**src/hw/adc_seq_pkg.sv**
```systemverilog
// Purpose: shared constants and types for the conversion sequencer
// Assumes: 125 MHz system clock, classic wishbone register access
// Notes: byte offsets are word aligned; all register fields sit in low bits
package adc_seq_pkg;

	// clock and sampling timing
	localparam int CLK_HZ = 125_000_000;
	localparam int FS_MIN_HZ = 62_500;
	localparam logic [10:0] FS_DIV_BASE = 11'(CLK_HZ / FS_MIN_HZ);

	// converter parameters
	localparam logic [10:0] RATIO_BASE = 11'h008;
	localparam logic [3:0] ELEM_BASE = 4'h1;
	localparam logic [4:0] RES_BASE = 5'h06;
	localparam logic [4:0] RES_MAX = 5'h10;
	localparam int ACC_W = 26;
	localparam int WIDE_W = 40;
	localparam logic signed [WIDE_W-1:0] CODE_POS_MAX = 40'sh00_0000_7FFF;
	localparam logic signed [WIDE_W-1:0] CODE_NEG_MAX = -40'sh00_0000_8000;
	localparam logic [15:0] CODE_POS_SAT = 16'h7FFF;
	localparam logic [15:0] CODE_NEG_SAT = 16'h8000;

	// register byte offsets
	localparam logic [7:0] OFS_CONFIG = 8'h00;
	localparam logic [7:0] OFS_CONTROL = 8'h04;
	localparam logic [7:0] OFS_RESULT = 8'h08;
	localparam logic [7:0] OFS_RES_INFO = 8'h0C;
	localparam logic [7:0] OFS_IRQ_STATUS = 8'h10;
	localparam logic [7:0] OFS_IRQ_MASK = 8'h14;

	// field positions
	localparam int CTL_START_BIT = 0;
	localparam int CTL_DEFSTART_BIT = 1;
	localparam int CTL_BUSY_BIT = 8;
	localparam int IRQ_DONE_BIT = 0;
	localparam int IRQ_SAT_BIT = 1;
	localparam int IRQ_W = 2;

	// reset values
	localparam logic [7:0] CONFIG_RST = 8'h00;
	localparam logic [IRQ_W-1:0] IRQ_MASK_RST = 2'h0;

	typedef struct packed {
		logic continuous;
		logic [1:0] sample_freq_sel;
		logic [1:0] elem_conv_count_sel;
		logic [2:0] oversample_ratio_sel;
	} adc_config_t;

	typedef struct packed {
		logic [15:0] code;
		logic [4:0] resolution;
		logic saturated;
	} conv_result_t;

	typedef enum logic [1:0] {
		ST_IDLE = 2'b00,
		ST_RUN = 2'b01,
		ST_QUANT = 2'b11
	} seq_state_t;

endpackage

```
**src/hw/adc_conversion_sequencer.sv**
```systemverilog
// Purpose: sequencing and result formatting of an oversampling incremental converter
// Assumes: mod_bit_i is the modulator decision, valid at each sample tick
// Notes: wishbone classic slave, one wait state on every access
`timescale 1ns/1ps
module adc_conversion_sequencer (
	input wire logic clk_i,
	input wire logic arst_n_i,
	input wire logic wb_cyc_i,
	input wire logic wb_stb_i,
	input wire logic wb_we_i,
	input wire logic [7:0] wb_adr_i,
	input wire logic [3:0] wb_sel_i,
	input wire logic [31:0] wb_dat_i,
	output logic [31:0] wb_dat_o,
	output logic wb_ack_o,
	input wire logic mod_bit_i,
	output logic sample_tick_o,
	output logic integ_reset_o,
	output logic chop_o,
	output logic busy_o,
	output logic conv_done_o,
	output logic [15:0] result_o,
	output logic irq_o
);
	import adc_seq_pkg::*;

	adc_config_t cfg_r;
	adc_config_t run_cfg_r;
	logic start_r;
	logic defstart_r;
	logic [IRQ_W-1:0] irq_status_r;
	logic [IRQ_W-1:0] irq_mask_r;
	conv_result_t res_r;
	logic ack_r;
	logic [31:0] rdata_r;
	seq_state_t state_r;
	logic [10:0] div_cnt_r;
	logic tick_r;
	logic [10:0] phase_r;
	logic [2:0] elem_r;
	logic chop_r;
	logic signed [ACC_W-1:0] acc1_r;
	logic signed [ACC_W-1:0] acc2_r;
	logic signed [ACC_W-1:0] sum_r;
	logic done_r;

	logic req;
	logic wr_ack;
	logic wr_byte0;
	logic wr_byte1;
	logic start_req;
	logic launch;
	logic finish;
	logic [10:0] ratio_run;
	logic [2:0] elem_last;
	logic [10:0] div_top;
	logic signed [ACC_W-1:0] acc1_nxt;
	logic signed [ACC_W-1:0] acc2_nxt;
	logic elem_end;
	logic [4:0] res_theory;
	logic [4:0] res_eff;
	logic signed [WIDE_W-1:0] wide;
	logic signed [WIDE_W-1:0] scaled;
	logic [15:0] low_mask;
	logic [15:0] low_fill;
	conv_result_t res_nxt;
	logic [1:0] rate_sel;
	logic [31:0] ctl_word;
	logic [IRQ_W-1:0] irq_event;

	// bus slave: ack one cycle after the request, dropped the cycle after
	assign req = wb_cyc_i & wb_stb_i;
	assign wr_ack = req & wb_we_i & ack_r;
	assign wr_byte0 = wr_ack & wb_sel_i[0];
	assign wr_byte1 = wr_ack & wb_sel_i[1];
	assign wb_ack_o = ack_r;
	assign wb_dat_o = rdata_r;

	// control read word; pending starts read back until a launch takes them
	always_comb begin
		ctl_word = 32'h0000_0000;
		ctl_word[CTL_START_BIT] = start_r;
		ctl_word[CTL_DEFSTART_BIT] = defstart_r;
		ctl_word[CTL_BUSY_BIT] = busy_o;
	end

	always_ff @(posedge clk_i or negedge arst_n_i) begin
		if (!arst_n_i) begin
			ack_r <= 1'b0;
		end else begin
			ack_r <= req & ~ack_r;
		end
	end

	always_ff @(posedge clk_i or negedge arst_n_i) begin
		if (!arst_n_i) begin
			rdata_r <= 32'h0000_0000;
		end else if (req & ~ack_r) begin
			unique case (wb_adr_i)
				OFS_CONFIG: rdata_r <= {24'h00_0000, cfg_r};
				OFS_CONTROL: rdata_r <= ctl_word;
				OFS_RESULT: rdata_r <= {16'h0000, res_r.code};
				OFS_RES_INFO: rdata_r <= {27'h000_0000, res_r.resolution};
				OFS_IRQ_STATUS: rdata_r <= {30'h0000_0000, irq_status_r};
				OFS_IRQ_MASK: rdata_r <= {30'h0000_0000, irq_mask_r};
				default: rdata_r <= 32'h0000_0000;
			endcase
		end
	end

	// configuration; ratio and count take effect at the next launch, continuous at once, rate at once only when idle
	always_ff @(posedge clk_i or negedge arst_n_i) begin
		if (!arst_n_i) begin
			cfg_r <= adc_config_t'(CONFIG_RST);
		end else if (wr_byte0 && wb_adr_i == OFS_CONFIG) begin
			cfg_r <= adc_config_t'(wb_dat_i[7:0]);
		end
	end

	always_ff @(posedge clk_i or negedge arst_n_i) begin
		if (!arst_n_i) begin
			irq_mask_r <= IRQ_MASK_RST;
		end else if (wr_byte0 && wb_adr_i == OFS_IRQ_MASK) begin
			irq_mask_r <= wb_dat_i[IRQ_W-1:0];
		end
	end

	// start bits: hardware clears on launch, a write in that cycle wins
	always_ff @(posedge clk_i or negedge arst_n_i) begin
		if (!arst_n_i) begin
			start_r <= 1'b0;
			defstart_r <= 1'b0;
		end else if (wr_byte0 && wb_adr_i == OFS_CONTROL) begin
			start_r <= start_r & ~launch | wb_dat_i[CTL_START_BIT];
			defstart_r <= defstart_r & ~launch | wb_dat_i[CTL_DEFSTART_BIT];
		end else if (launch) begin
			start_r <= 1'b0;
			defstart_r <= 1'b0;
		end
	end

	// events in status-bit order; saturation rides on a finished result only
	always_comb begin
		irq_event = '0;
		irq_event[IRQ_DONE_BIT] = done_r;
		irq_event[IRQ_SAT_BIT] = done_r & res_r.saturated;
	end

	// sticky events, write one to clear; a new event beats the clear
	always_ff @(posedge clk_i or negedge arst_n_i) begin
		if (!arst_n_i) begin
			irq_status_r <= '0;
		end else begin
			for (int i = 0; i < IRQ_W; i++) begin
				if (irq_event[i]) begin
					irq_status_r[i] <= 1'b1;
				end else if (wr_byte0 && wb_adr_i == OFS_IRQ_STATUS && wb_dat_i[i]) begin
					irq_status_r[i] <= 1'b0;
				end
			end
		end
	end

	// level output; masking never touches the sticky bits
	assign irq_o = |(irq_status_r & irq_mask_r);

	// sample clock divider; runs free so the rate is stable between frames
	// the rate is frozen with ratio and count while a conversion runs; continuous is not
	assign rate_sel = busy_o ? run_cfg_r.sample_freq_sel : cfg_r.sample_freq_sel;
	assign div_top = (FS_DIV_BASE >> rate_sel) - 11'd1;

	always_ff @(posedge clk_i or negedge arst_n_i) begin
		if (!arst_n_i) begin
			div_cnt_r <= 11'd0;
			tick_r <= 1'b0;
		end else begin
			tick_r <= (div_cnt_r == 11'd0);
			div_cnt_r <= (div_cnt_r == 11'd0 || div_cnt_r > div_top) ? div_top :
				div_cnt_r - 11'd1;
		end
	end

	assign sample_tick_o = tick_r;

	// sequence control
	assign ratio_run = RATIO_BASE << run_cfg_r.oversample_ratio_sel;
	assign elem_last = 3'((ELEM_BASE << run_cfg_r.elem_conv_count_sel) - 4'h1);
	assign start_req = start_r | defstart_r | cfg_r.continuous;
	// launches align to a tick so every conversion has the same length
	assign launch = tick_r & start_req & ((state_r == ST_IDLE) | finish);
	assign elem_end = (phase_r == ratio_run);
	assign finish = (state_r == ST_QUANT) & tick_r;

	always_ff @(posedge clk_i or negedge arst_n_i) begin
		if (!arst_n_i) begin
			state_r <= ST_IDLE;
		end else begin
			unique case (state_r)
				ST_IDLE: if (launch) begin
					state_r <= ST_RUN;
				end
				ST_RUN: if (tick_r && elem_end && elem_r == elem_last) begin
					state_r <= ST_QUANT;
				end
				// a start written while busy launches again right here
				ST_QUANT: if (tick_r) begin
					state_r <= launch ? ST_RUN : ST_IDLE;
				end
				default: state_r <= ST_IDLE;
			endcase
		end
	end

	always_ff @(posedge clk_i or negedge arst_n_i) begin
		if (!arst_n_i) begin
			run_cfg_r <= adc_config_t'(CONFIG_RST);
		end else if (launch) begin
			run_cfg_r <= cfg_r;
		end
	end

	// element timing: phase 0 resets the integrators, 1..ratio integrate
	always_ff @(posedge clk_i or negedge arst_n_i) begin
		if (!arst_n_i) begin
			phase_r <= 11'd0;
			elem_r <= 3'd0;
			chop_r <= 1'b0;
		end else if (launch) begin
			phase_r <= 11'd0;
			elem_r <= 3'd0;
			chop_r <= 1'b0;
		end else if (state_r == ST_RUN && tick_r) begin
			if (elem_end) begin
				phase_r <= 11'd0;
				elem_r <= elem_r + 3'd1;
				chop_r <= ~chop_r;
			end else begin
				phase_r <= phase_r + 11'd1;
			end
		end
	end

	assign integ_reset_o = (state_r == ST_RUN) & (phase_r == 11'd0);
	assign chop_o = chop_r;
	assign busy_o = (state_r != ST_IDLE);

	// second order incremental accumulation
	assign acc1_nxt = acc1_r + (mod_bit_i ? ACC_W'(1) : -ACC_W'(1));
	assign acc2_nxt = acc2_r + acc1_nxt;

	always_ff @(posedge clk_i or negedge arst_n_i) begin
		if (!arst_n_i) begin
			acc1_r <= '0;
			acc2_r <= '0;
		end else if (state_r == ST_RUN && tick_r) begin
			if (phase_r == 11'd0) begin
				acc1_r <= '0;
				acc2_r <= '0;
			end else begin
				acc1_r <= acc1_nxt;
				acc2_r <= acc2_nxt;
			end
		end
	end

	// chopped elements are subtracted so the amplifier offset cancels
	// the widest element sum stays far inside the accumulator width
	always_ff @(posedge clk_i or negedge arst_n_i) begin
		if (!arst_n_i) begin
			sum_r <= '0;
		end else if (launch) begin
			sum_r <= '0;
		end else if (state_r == ST_RUN && tick_r && elem_end && phase_r != 11'd0) begin
			sum_r <= chop_r ? sum_r - acc2_nxt : sum_r + acc2_nxt;
		end
	end

	// formatting: sum spans 2^(n-1), so shift by 16-n to full scale
	always_comb begin
		res_theory = RES_BASE + {1'b0, run_cfg_r.oversample_ratio_sel, 1'b0}
			+ {3'h0, run_cfg_r.elem_conv_count_sel};
		res_eff = (res_theory > RES_MAX) ? RES_MAX : res_theory;
		wide = WIDE_W'(sum_r);
		if (res_theory <= RES_MAX) begin
			scaled = wide <<< (RES_MAX - res_theory);
		end else begin
			scaled = wide >>> (res_theory - RES_MAX);
		end
		low_mask = 16'hFFFF >> res_eff;
		low_fill = (res_eff < RES_MAX) ? (16'h8000 >> res_eff) : 16'h0000;
		res_nxt.resolution = res_eff;
		res_nxt.saturated = 1'b0;
		// saturated codes skip the low-bit forcing so full scale stays exact
		if (scaled > CODE_POS_MAX) begin
			res_nxt.code = CODE_POS_SAT;
			res_nxt.saturated = 1'b1;
		end else if (scaled < CODE_NEG_MAX) begin
			res_nxt.code = CODE_NEG_SAT;
			res_nxt.saturated = 1'b1;
		end else begin
			res_nxt.code = (scaled[15:0] & ~low_mask) | low_fill;
		end
	end

	always_ff @(posedge clk_i or negedge arst_n_i) begin
		if (!arst_n_i) begin
			res_r <= '0;
		end else if (finish) begin
			res_r <= res_nxt;
		end
	end

	always_ff @(posedge clk_i or negedge arst_n_i) begin
		if (!arst_n_i) begin
			done_r <= 1'b0;
		end else begin
			done_r <= finish;
		end
	end

	assign conv_done_o = done_r;
	assign result_o = res_r.code;

endmodule // adc_conversion_sequencer

```
**config.mk**
```make
export PLATFORM = sky130hd
export DESIGN_NAME = adc_conversion_sequencer
export DESIGN_NICKNAME = d
export VERILOG_FILES = /design/src/hw/adc_seq_pkg.sv /design/src/hw/adc_conversion_sequencer.sv
export SDC_FILE = /design/constraint.sdc
export NUM_CORES = 1
export LEC_CHECK = 0
export ABC_AREA = 1
export BUFFER_PORTS_ARGS = -buffer_cell sky130_fd_sc_hd__buf_2
export CAP_MARGIN = 20
export CORE_ASPECT_RATIO = 0.8
export CORE_MARGIN = 3
export CORE_UTILIZATION = 48
export CTS_CLUSTER_SIZE = 10
export DETAILED_ROUTE_END_ITERATION = 8
export GPL_ROUTABILITY_DRIVEN = 0
export PLACE_DENSITY = 0.65
export SETUP_SLACK_MARGIN = 0.5
export SLEW_MARGIN = 30
export SYNTH_ARGS = -nofsm -noshare
export SYNTH_HDL_FRONTEND = slang
export SYNTH_SLANG_ARGS = --single-unit
```
**constraint.sdc**
```tcl
create_clock -name clk_i -period 5.9 [get_ports clk_i]
set_input_delay 0.295 -clock clk_i [delete_from_list [all_inputs] [get_ports clk_i]]
set_output_delay 0.295 -clock clk_i [all_outputs]
set_load 0.03 [all_outputs]
```
==> results.sh, run 1 <==
export IMPL_outcome="completed"
export IMPL_cts_clk_slew_worst_paths_ns=0.08
export IMPL_yosysTopAreaCell="dfrtp_1"
export IMPL_grt_max_degree=106
export IMPL_pin_count=105
export IMPL_synthCells=2704
export IMPL_cp_start_kind="flop"
export IMPL_fin_area_mm2=0.0188
export IMPL_dp_hpwl_mm=38.6
export IMPL_fin_ws_ns=0.734
export IMPL_synth_top_area_frac=0.253
export IMPL_hp_class="primary input to flop"
export IMPL_fp_dieW_um=214
export IMPL_wl_mm=51.4
export IMPL_rsz0062_at_grt="true"
export IMPL_arrival_ns=5.50
export IMPL_worst_setup_path_end_kind="flop"
export IMPL_cp_required_ns=6.23
export IMPL_synth_edf_count=0
export IMPL_async_reset_ff_frac=1.00
export IMPL_dr_pass1_iters=6
export IMPL_antenna_cells=0
export IMPL_power_internal_mw=2.35
export IMPL_worst_pin_slew_ns=0.939
export IMPL_switching_share=0.399
export IMPL_grt_pass1_wl_mm=83.0
export IMPL_synth_cell_types=55
export IMPL_tns_ns=0
export IMPL_clock_path_buffers=2
export IMPL_dpl_cell_area_mm2=0.0172
export IMPL_fin_crit_ns=5.17
export IMPL_nets=2897
export IMPL_wire_per_inst_um=15.9
export IMPL_antenna_found_initial=0
export IMPL_worst_clock_skew_ns=0.0173
export IMPL_ys_seq_area_frac=0.253
export IMPL_critPathMaxFanout=5
export IMPL_power_frac_seq=0.318
export IMPL_pre_cts_ws_ns=0.0831
export IMPL_slew_viol_final=0
export IMPL_postSynthAreaPerCell_um2=6.15
export IMPL_p_switching_mw=1.56
export IMPL_root_buffer="clkbuf_16"
export IMPL_max_vdd_ir_drop_mv=0.184
export IMPL_cts_made_buffers=17
export IMPL_overflow=0
export IMPL_p_leak_nw=9.89
export IMPL_syn_to_final_growth_pct=12.9
export IMPL_fmax_mhz=194
export IMPL_ys_seq_elements=168
export IMPL_dr_total_vias=17833
export IMPL_rows=60
export IMPL_grt_pass1_vias=16354
export IMPL_synth_common_cells="nand2_1, inv_1, nor2_1"
export IMPL_first_iter_violations=1718
export IMPL_cts_sinks=168
export IMPL_critPathMostFrequentCell="nand2_1"
export IMPL_maxCapViolCount=0
export IMPL_cts_tree="yes"
export IMPL_clkPwrFrac=0.314
export IMPL_track_usage=0.273
export IMPL_htree_levels=4
export IMPL_core_mm2=0.0339
export IMPL_die_area_mm2=0.0369
export IMPL_port_buffers=61
export IMPL_report_final_setup_viol=0
export IMPL_critPathMaxStageDelay_ns=0.42
export IMPL_slowest_stage="dfrtp_1"
export IMPL_hold_viol=0
export IMPL_slew_limit_headroom=0.372
export IMPL_insertion_delay_ns=0.46
export IMPL_ys_warn_count=0
export IMPL_drive_above_1_share=0.120
export IMPL_post_route_period_util=0.876
export IMPL_yosysMostFrequentCell="nand2_1"
export IMPL_synth_area_leaders="dfrtp_1, nand2_1, ha_1, nand3_1, inv_1"
export IMPL_pwr_density_cell_mw_per_mm2=208
export IMPL_routed_via_density=5.53
export IMPL_synth_area_mm2=0.0166
export IMPL_synth_main_ff_cell="dfrtp_1"
export IMPL_ant_nets=0
export IMPL_drc_errors=0
export IMPL_critPathKind="flop to flop"
export IMPL_power_frac_comb=0.368
export IMPL_fp_dieH_um=172
export IMPL_initial_utilization=0.491
==> path summary, 6_finish.rpt <==
| check | startpoint | end | slack, ns | cells after the start |
|---|---|---|---|---|
| max | acc1_r[6] | sum_r[22] | 0.73 | 31 |
| min | wb_dat_i[6] | cfg_r[6] | 0.09 | 3 |
| max reg2reg | acc1_r[6] | sum_r[22] | 0.73 | 31 |
| min reg2reg | wb_dat_o[7] | wb_dat_o[7] | 0.48 | 2 |
| max in group asynchronous | arst_n_i | result_o[6] | 4.09 | 3 |
| min in group asynchronous | arst_n_i | div_cnt_r[1] | 0.47 | 2 |
==> power groups by stage <==
stage,sequential (mW),combinational (mW),clock [mW]
after detailed placement,1.26,1.21,0
after global routing,1.25,1.62,1.29
after floorplan,1.25,0.904,0
after global placement,1.26,1.19,0
final,1.24,1.44,1.23
after CTS,1.24,1.22,1.25
==> critical path: cells and delay by family, from the launching register on <==
kind / cells / cell delay (ns)
xor+xnor: 2 / 0.34
flops: 1 / 0.42
compound gates: 9 / 1.39
fa+ha+maj: 3 / 0.96
simple gates: 13 / 1.46
buf+inv: 4 / 0.44
==> per-stage QoR <==
step                      total power [mW]  hold WS (ns)  cells  utilization
after floorplan                       2.16     -0.000591   2719            -
after global placement                2.45         0.459   3170        0.508
after detailed placement              2.47         0.418   3170        0.508
after CTS                             3.71        0.0694   3203        0.528
after global routing                  4.16        0.0837   3223        0.554
final                                 3.91        0.0867   3223        0.554
==> layout by cell type, fill, tap and decap left out, types with 22 or more instances in the layout <==
master   synthesis  layout
nand2_2          3      29
ha_1            98      75
nand2_1        925     894
a21oi_1        116      95
a22o_1          22      22
inv_1          311     303
nand4_1         29      29
buf_4           37      58
dfrtp_1        168     167
buf_2           25      60
nor3_1          31      27
nor2_1         252     228
nand3_1        238     231
o21ai_0        175     163
xor2_1          55      51
==> layer usage <==
layer,global-route usage,routed length [um]
met4,0.0691,904
met3,0.0603,4790
met2,0.409,21500
met5,0,0
met1,0.400,24200
==> logic make-up (layout without fill, tap and decap cells) <==
| group | count (synthesis) | in the layout | share of synthesized area |
|---|---|---|---|
| mux | 3 | 3 | 0.00196 |
| fa+ha+maj | 102 | 102 | 0.0786 |
| simple gates | 1516 | 1516 | 0.376 |
| compound gates | 402 | 402 | 0.137 |
| buf+inv | 441 | 480 | 0.115 |
| flops | 168 | 168 | 0.253 |
| other cells | 1 | 16 | 0.000226 |
| xor+xnor | 71 | 71 | 0.0385 |
==> cell type report <==
class,instances,area (um^2)
inverters,327,1230
fillers,3424,15100
flip-flops and latches,168,4210
repair buffers,121,781
clock buffers,17,425
multi-input cells,2110,11300
well taps,465,582
clock inverters,15,223
==> flip-flops by register name, summed over array words and instances, names as in the netlist, 2 cells and up <==
name / cells
state_r: 2
wb_dat_o: 16
elem_r: 3
cfg_r: 8
sum_r: 26
result_o: 16
acc1_r: 26
acc2_r: 26
phase_r: 11
div_cnt_r: 11
run_cfg_r: 7
irq_status_r: 2
res_r: 6
irq_mask_r: 2
==> what timing repair did <==
| item | in CTS | in global routing |
|---|---|---|
| resized for setup | 8 | 166 |
| hold buffers | 1 | 0 |
| pin swaps | 0 | 50 |
| hold endpoints to repair | 104 | 0 |
| setup buffers | 0 | 20 |
| setup endpoints to repair | 5 | 12 |
Power figures use the tool's default switching activity.
==> run 2: changes to the inputs <==
--- a/config.mk
+++ b/config.mk
@@ -14,7 +14,7 @@
 export CTS_CLUSTER_SIZE = 10
 export DETAILED_ROUTE_END_ITERATION = 8
 export GPL_ROUTABILITY_DRIVEN = 0
-export PLACE_DENSITY = 0.65
+export PLACE_DENSITY_LB_ADDON = 0.15
 export SETUP_SLACK_MARGIN = 0.5
 export SLEW_MARGIN = 30
 export SYNTH_ARGS = -nofsm -noshare
==> run 2 against run 1 <==
Die area unchanged. Register-to-register slack got worse by 0.04 ns. Clock skew shrank 0.0024 ns. Power decreased by 1.8%. Critical endpoint is now sum_r[24]. Global-route usage down 0.37 points. Fmax decreased by 0.80%. Final cell count barely moved. Via count is 1.0% lower. Sequential share of layout area up 0.095 points. First-iteration DRC count grew 8.4%. Cell area decreased by 0.42%.
==> results.sh, run 2 (synthesized netlist as in run 1, its figures left out) <==
export IMPL_antenna_cells=0
export IMPL_grt_max_degree=105
export IMPL_p_leak_nw=9.85
export IMPL_grt_pass1_wl_mm=81.7
export IMPL_reg_largest_list="acc1_r (26), acc2_r (26), sum_r (26)"
export IMPL_drive_above_1_share=0.113
export IMPL_wire_per_inst_um=15.8
export IMPL_rsz0062_at_grt="true"
export IMPL_wl_mm=50.9
export IMPL_worst_clock_skew_ns=0.0149
export IMPL_fmax_mhz=192
export IMPL_critPathMostFrequentCell="nand2_1"
export IMPL_cts_tree="yes"
export IMPL_switching_share=0.402
export IMPL_final_common_cell="nand2_1"
export IMPL_htree_levels=4
export IMPL_nets=2894
export IMPL_worst_setup_path_end_kind="flop"
export IMPL_finalNonFillerCells=3220
export IMPL_arrival_ns=5.56
export IMPL_overflow=0
export IMPL_core_mm2=0.0339
export IMPL_placed_cells=3167
export IMPL_root_buffer="clkbuf_16"
export IMPL_slew_limit_headroom=0.415
export IMPL_die_area_mm2=0.0369
export IMPL_antenna_found_initial=1
export IMPL_critPathKind="flop to flop"
export IMPL_cts_clk_slew_worst_paths_ns=0.08
export IMPL_pwr_density_cell_mw_per_mm2=205
export IMPL_power_frac_comb=0.360
export IMPL_ant_nets=0
export IMPL_dpl_cell_area_mm2=0.0172
export IMPL_fin_ws_ns=0.692
export IMPL_hp_class="primary input to flop"
export IMPL_maxCapViolCount=0
export IMPL_slew_viol_final=0
export IMPL_clkPwrFrac=0.315
export IMPL_pin_count=105
export IMPL_p_switching_mw=1.54
export IMPL_port_buffers=61
export IMPL_post_route_period_util=0.883
export IMPL_dr_total_vias=17653
export IMPL_pre_cts_ws_ns=0.149
export IMPL_slowest_stage="dfrtp_1"
export IMPL_worst_pin_slew_ns=0.874
export IMPL_critPathMaxStageDelay_ns=0.42
export IMPL_first_iter_violations=1862
export IMPL_report_final_setup_viol=0
export IMPL_drc_errors=0
export IMPL_cp_start_kind="flop"
export IMPL_grt_pass1_vias=16142
export IMPL_tns_ns=0
export IMPL_fp_dieW_um=214
export IMPL_routed_via_density=5.48
export IMPL_outcome="completed"
export IMPL_track_usage=0.270
export IMPL_rows=60
export IMPL_dp_hpwl_mm=38.3
export IMPL_initial_utilization=0.491
export IMPL_fin_crit_ns=5.21
export IMPL_fin_area_mm2=0.0187
export IMPL_power_frac_seq=0.324
export IMPL_cts_made_buffers=17
export IMPL_clock_path_buffers=2
export IMPL_syn_to_final_growth_pct=12.4
export IMPL_cp_required_ns=6.25
export IMPL_insertion_delay_ns=0.47
export IMPL_cts_sinks=168
export IMPL_max_vdd_ir_drop_mv=0.138
export IMPL_hold_viol=0
export IMPL_layout_common_cells="nand2_1, inv_1, nand3_1, nor2_1, dfrtp_1"
export IMPL_fp_dieH_um=172
export IMPL_critPathMaxFanout=5
export IMPL_whs_ns=0.0796
export IMPL_dr_pass1_iters=8
export IMPL_power_internal_mw=2.29
run 2: changes by cell type in the layout (fill, tap and decap cells not counted), sizes merged:
cell	change
buf	-3
bufinv	-1
clkinv	+1
run 2: what timing repair did:
action,4_1_cts,5_1_grt
resized for setup,6,143
setup endpoints to repair,6,12
buffers inserted,0,20
pin swaps,0,35
hold buffers,1,0
hold endpoints to repair,103,0
run 2: cell type report:
| class | count | area (um^2) |
|---|---|---|
| fill | 3417 | 15200 |
| multi-input combinational | 2110 | 11300 |
| sequential | 168 | 4210 |
| inverter | 327 | 1230 |
| timing repair buffer | 118 | 758 |
| tap | 465 | 582 |
| clock buffer | 17 | 425 |
| clock inverter | 15 | 219 |
run 2: power by group through the flow:
stage	Combinational, mW	Clock (mW)	Sequential, mW
after floorplan	0.904	0	1.25
after global placement	1.18	0	1.26
after detailed placement	1.20	0	1.26
after CTS	1.21	1.23	1.24
after global routing	1.56	1.28	1.25
final	1.38	1.21	1.24
run 2: path summary, 6_finish.rpt:
check | startpoint | end | slack [ns] | cells after the start
worst min register to register | wb_dat_o[7] | wb_dat_o[7] | 0.48 | 2
worst max register to register | acc1_r[4] | sum_r[24] | 0.69 | 35
min in group asynchronous | arst_n_i | div_cnt_r[0] | 0.45 | 2
worst min-delay path | wb_dat_i[6] | cfg_r[6] | 0.08 | 3
max in group asynchronous | arst_n_i | result_o[2] | 4.05 | 3
worst max-delay path | acc1_r[4] | sum_r[24] | 0.69 | 35
run 2: critical path, delay by kind of cell (launching register included):
| kind | cells | cell delay, ns |
|---|---|---|
| adder cells (fa/ha/maj) | 3 | 0.96 |
| buffers and inverters | 2 | 0.13 |
| XOR/XNOR | 2 | 0.24 |
| flip-flops | 1 | 0.42 |
| AND/OR/NAND/NOR | 21 | 2.29 |
| AO/OA/AOI/OAI | 7 | 1.05 |
run 2: metrics by stage:
stage               power [mW]   util
global placement          2.45  0.507
detailed placement        2.46  0.507
CTS                       3.69  0.527
finish                    3.83  0.552
floorplan                 2.16      -
global route              4.10  0.552
run 2: routing by layer:
layer  wire length [um]  GRT usage  vias up
li1                   -          -     8794
met1              24900      0.404     8163
met2              21000      0.401      645
met3               4450     0.0585       51
met4                624     0.0523        0
met5                  0          0        -
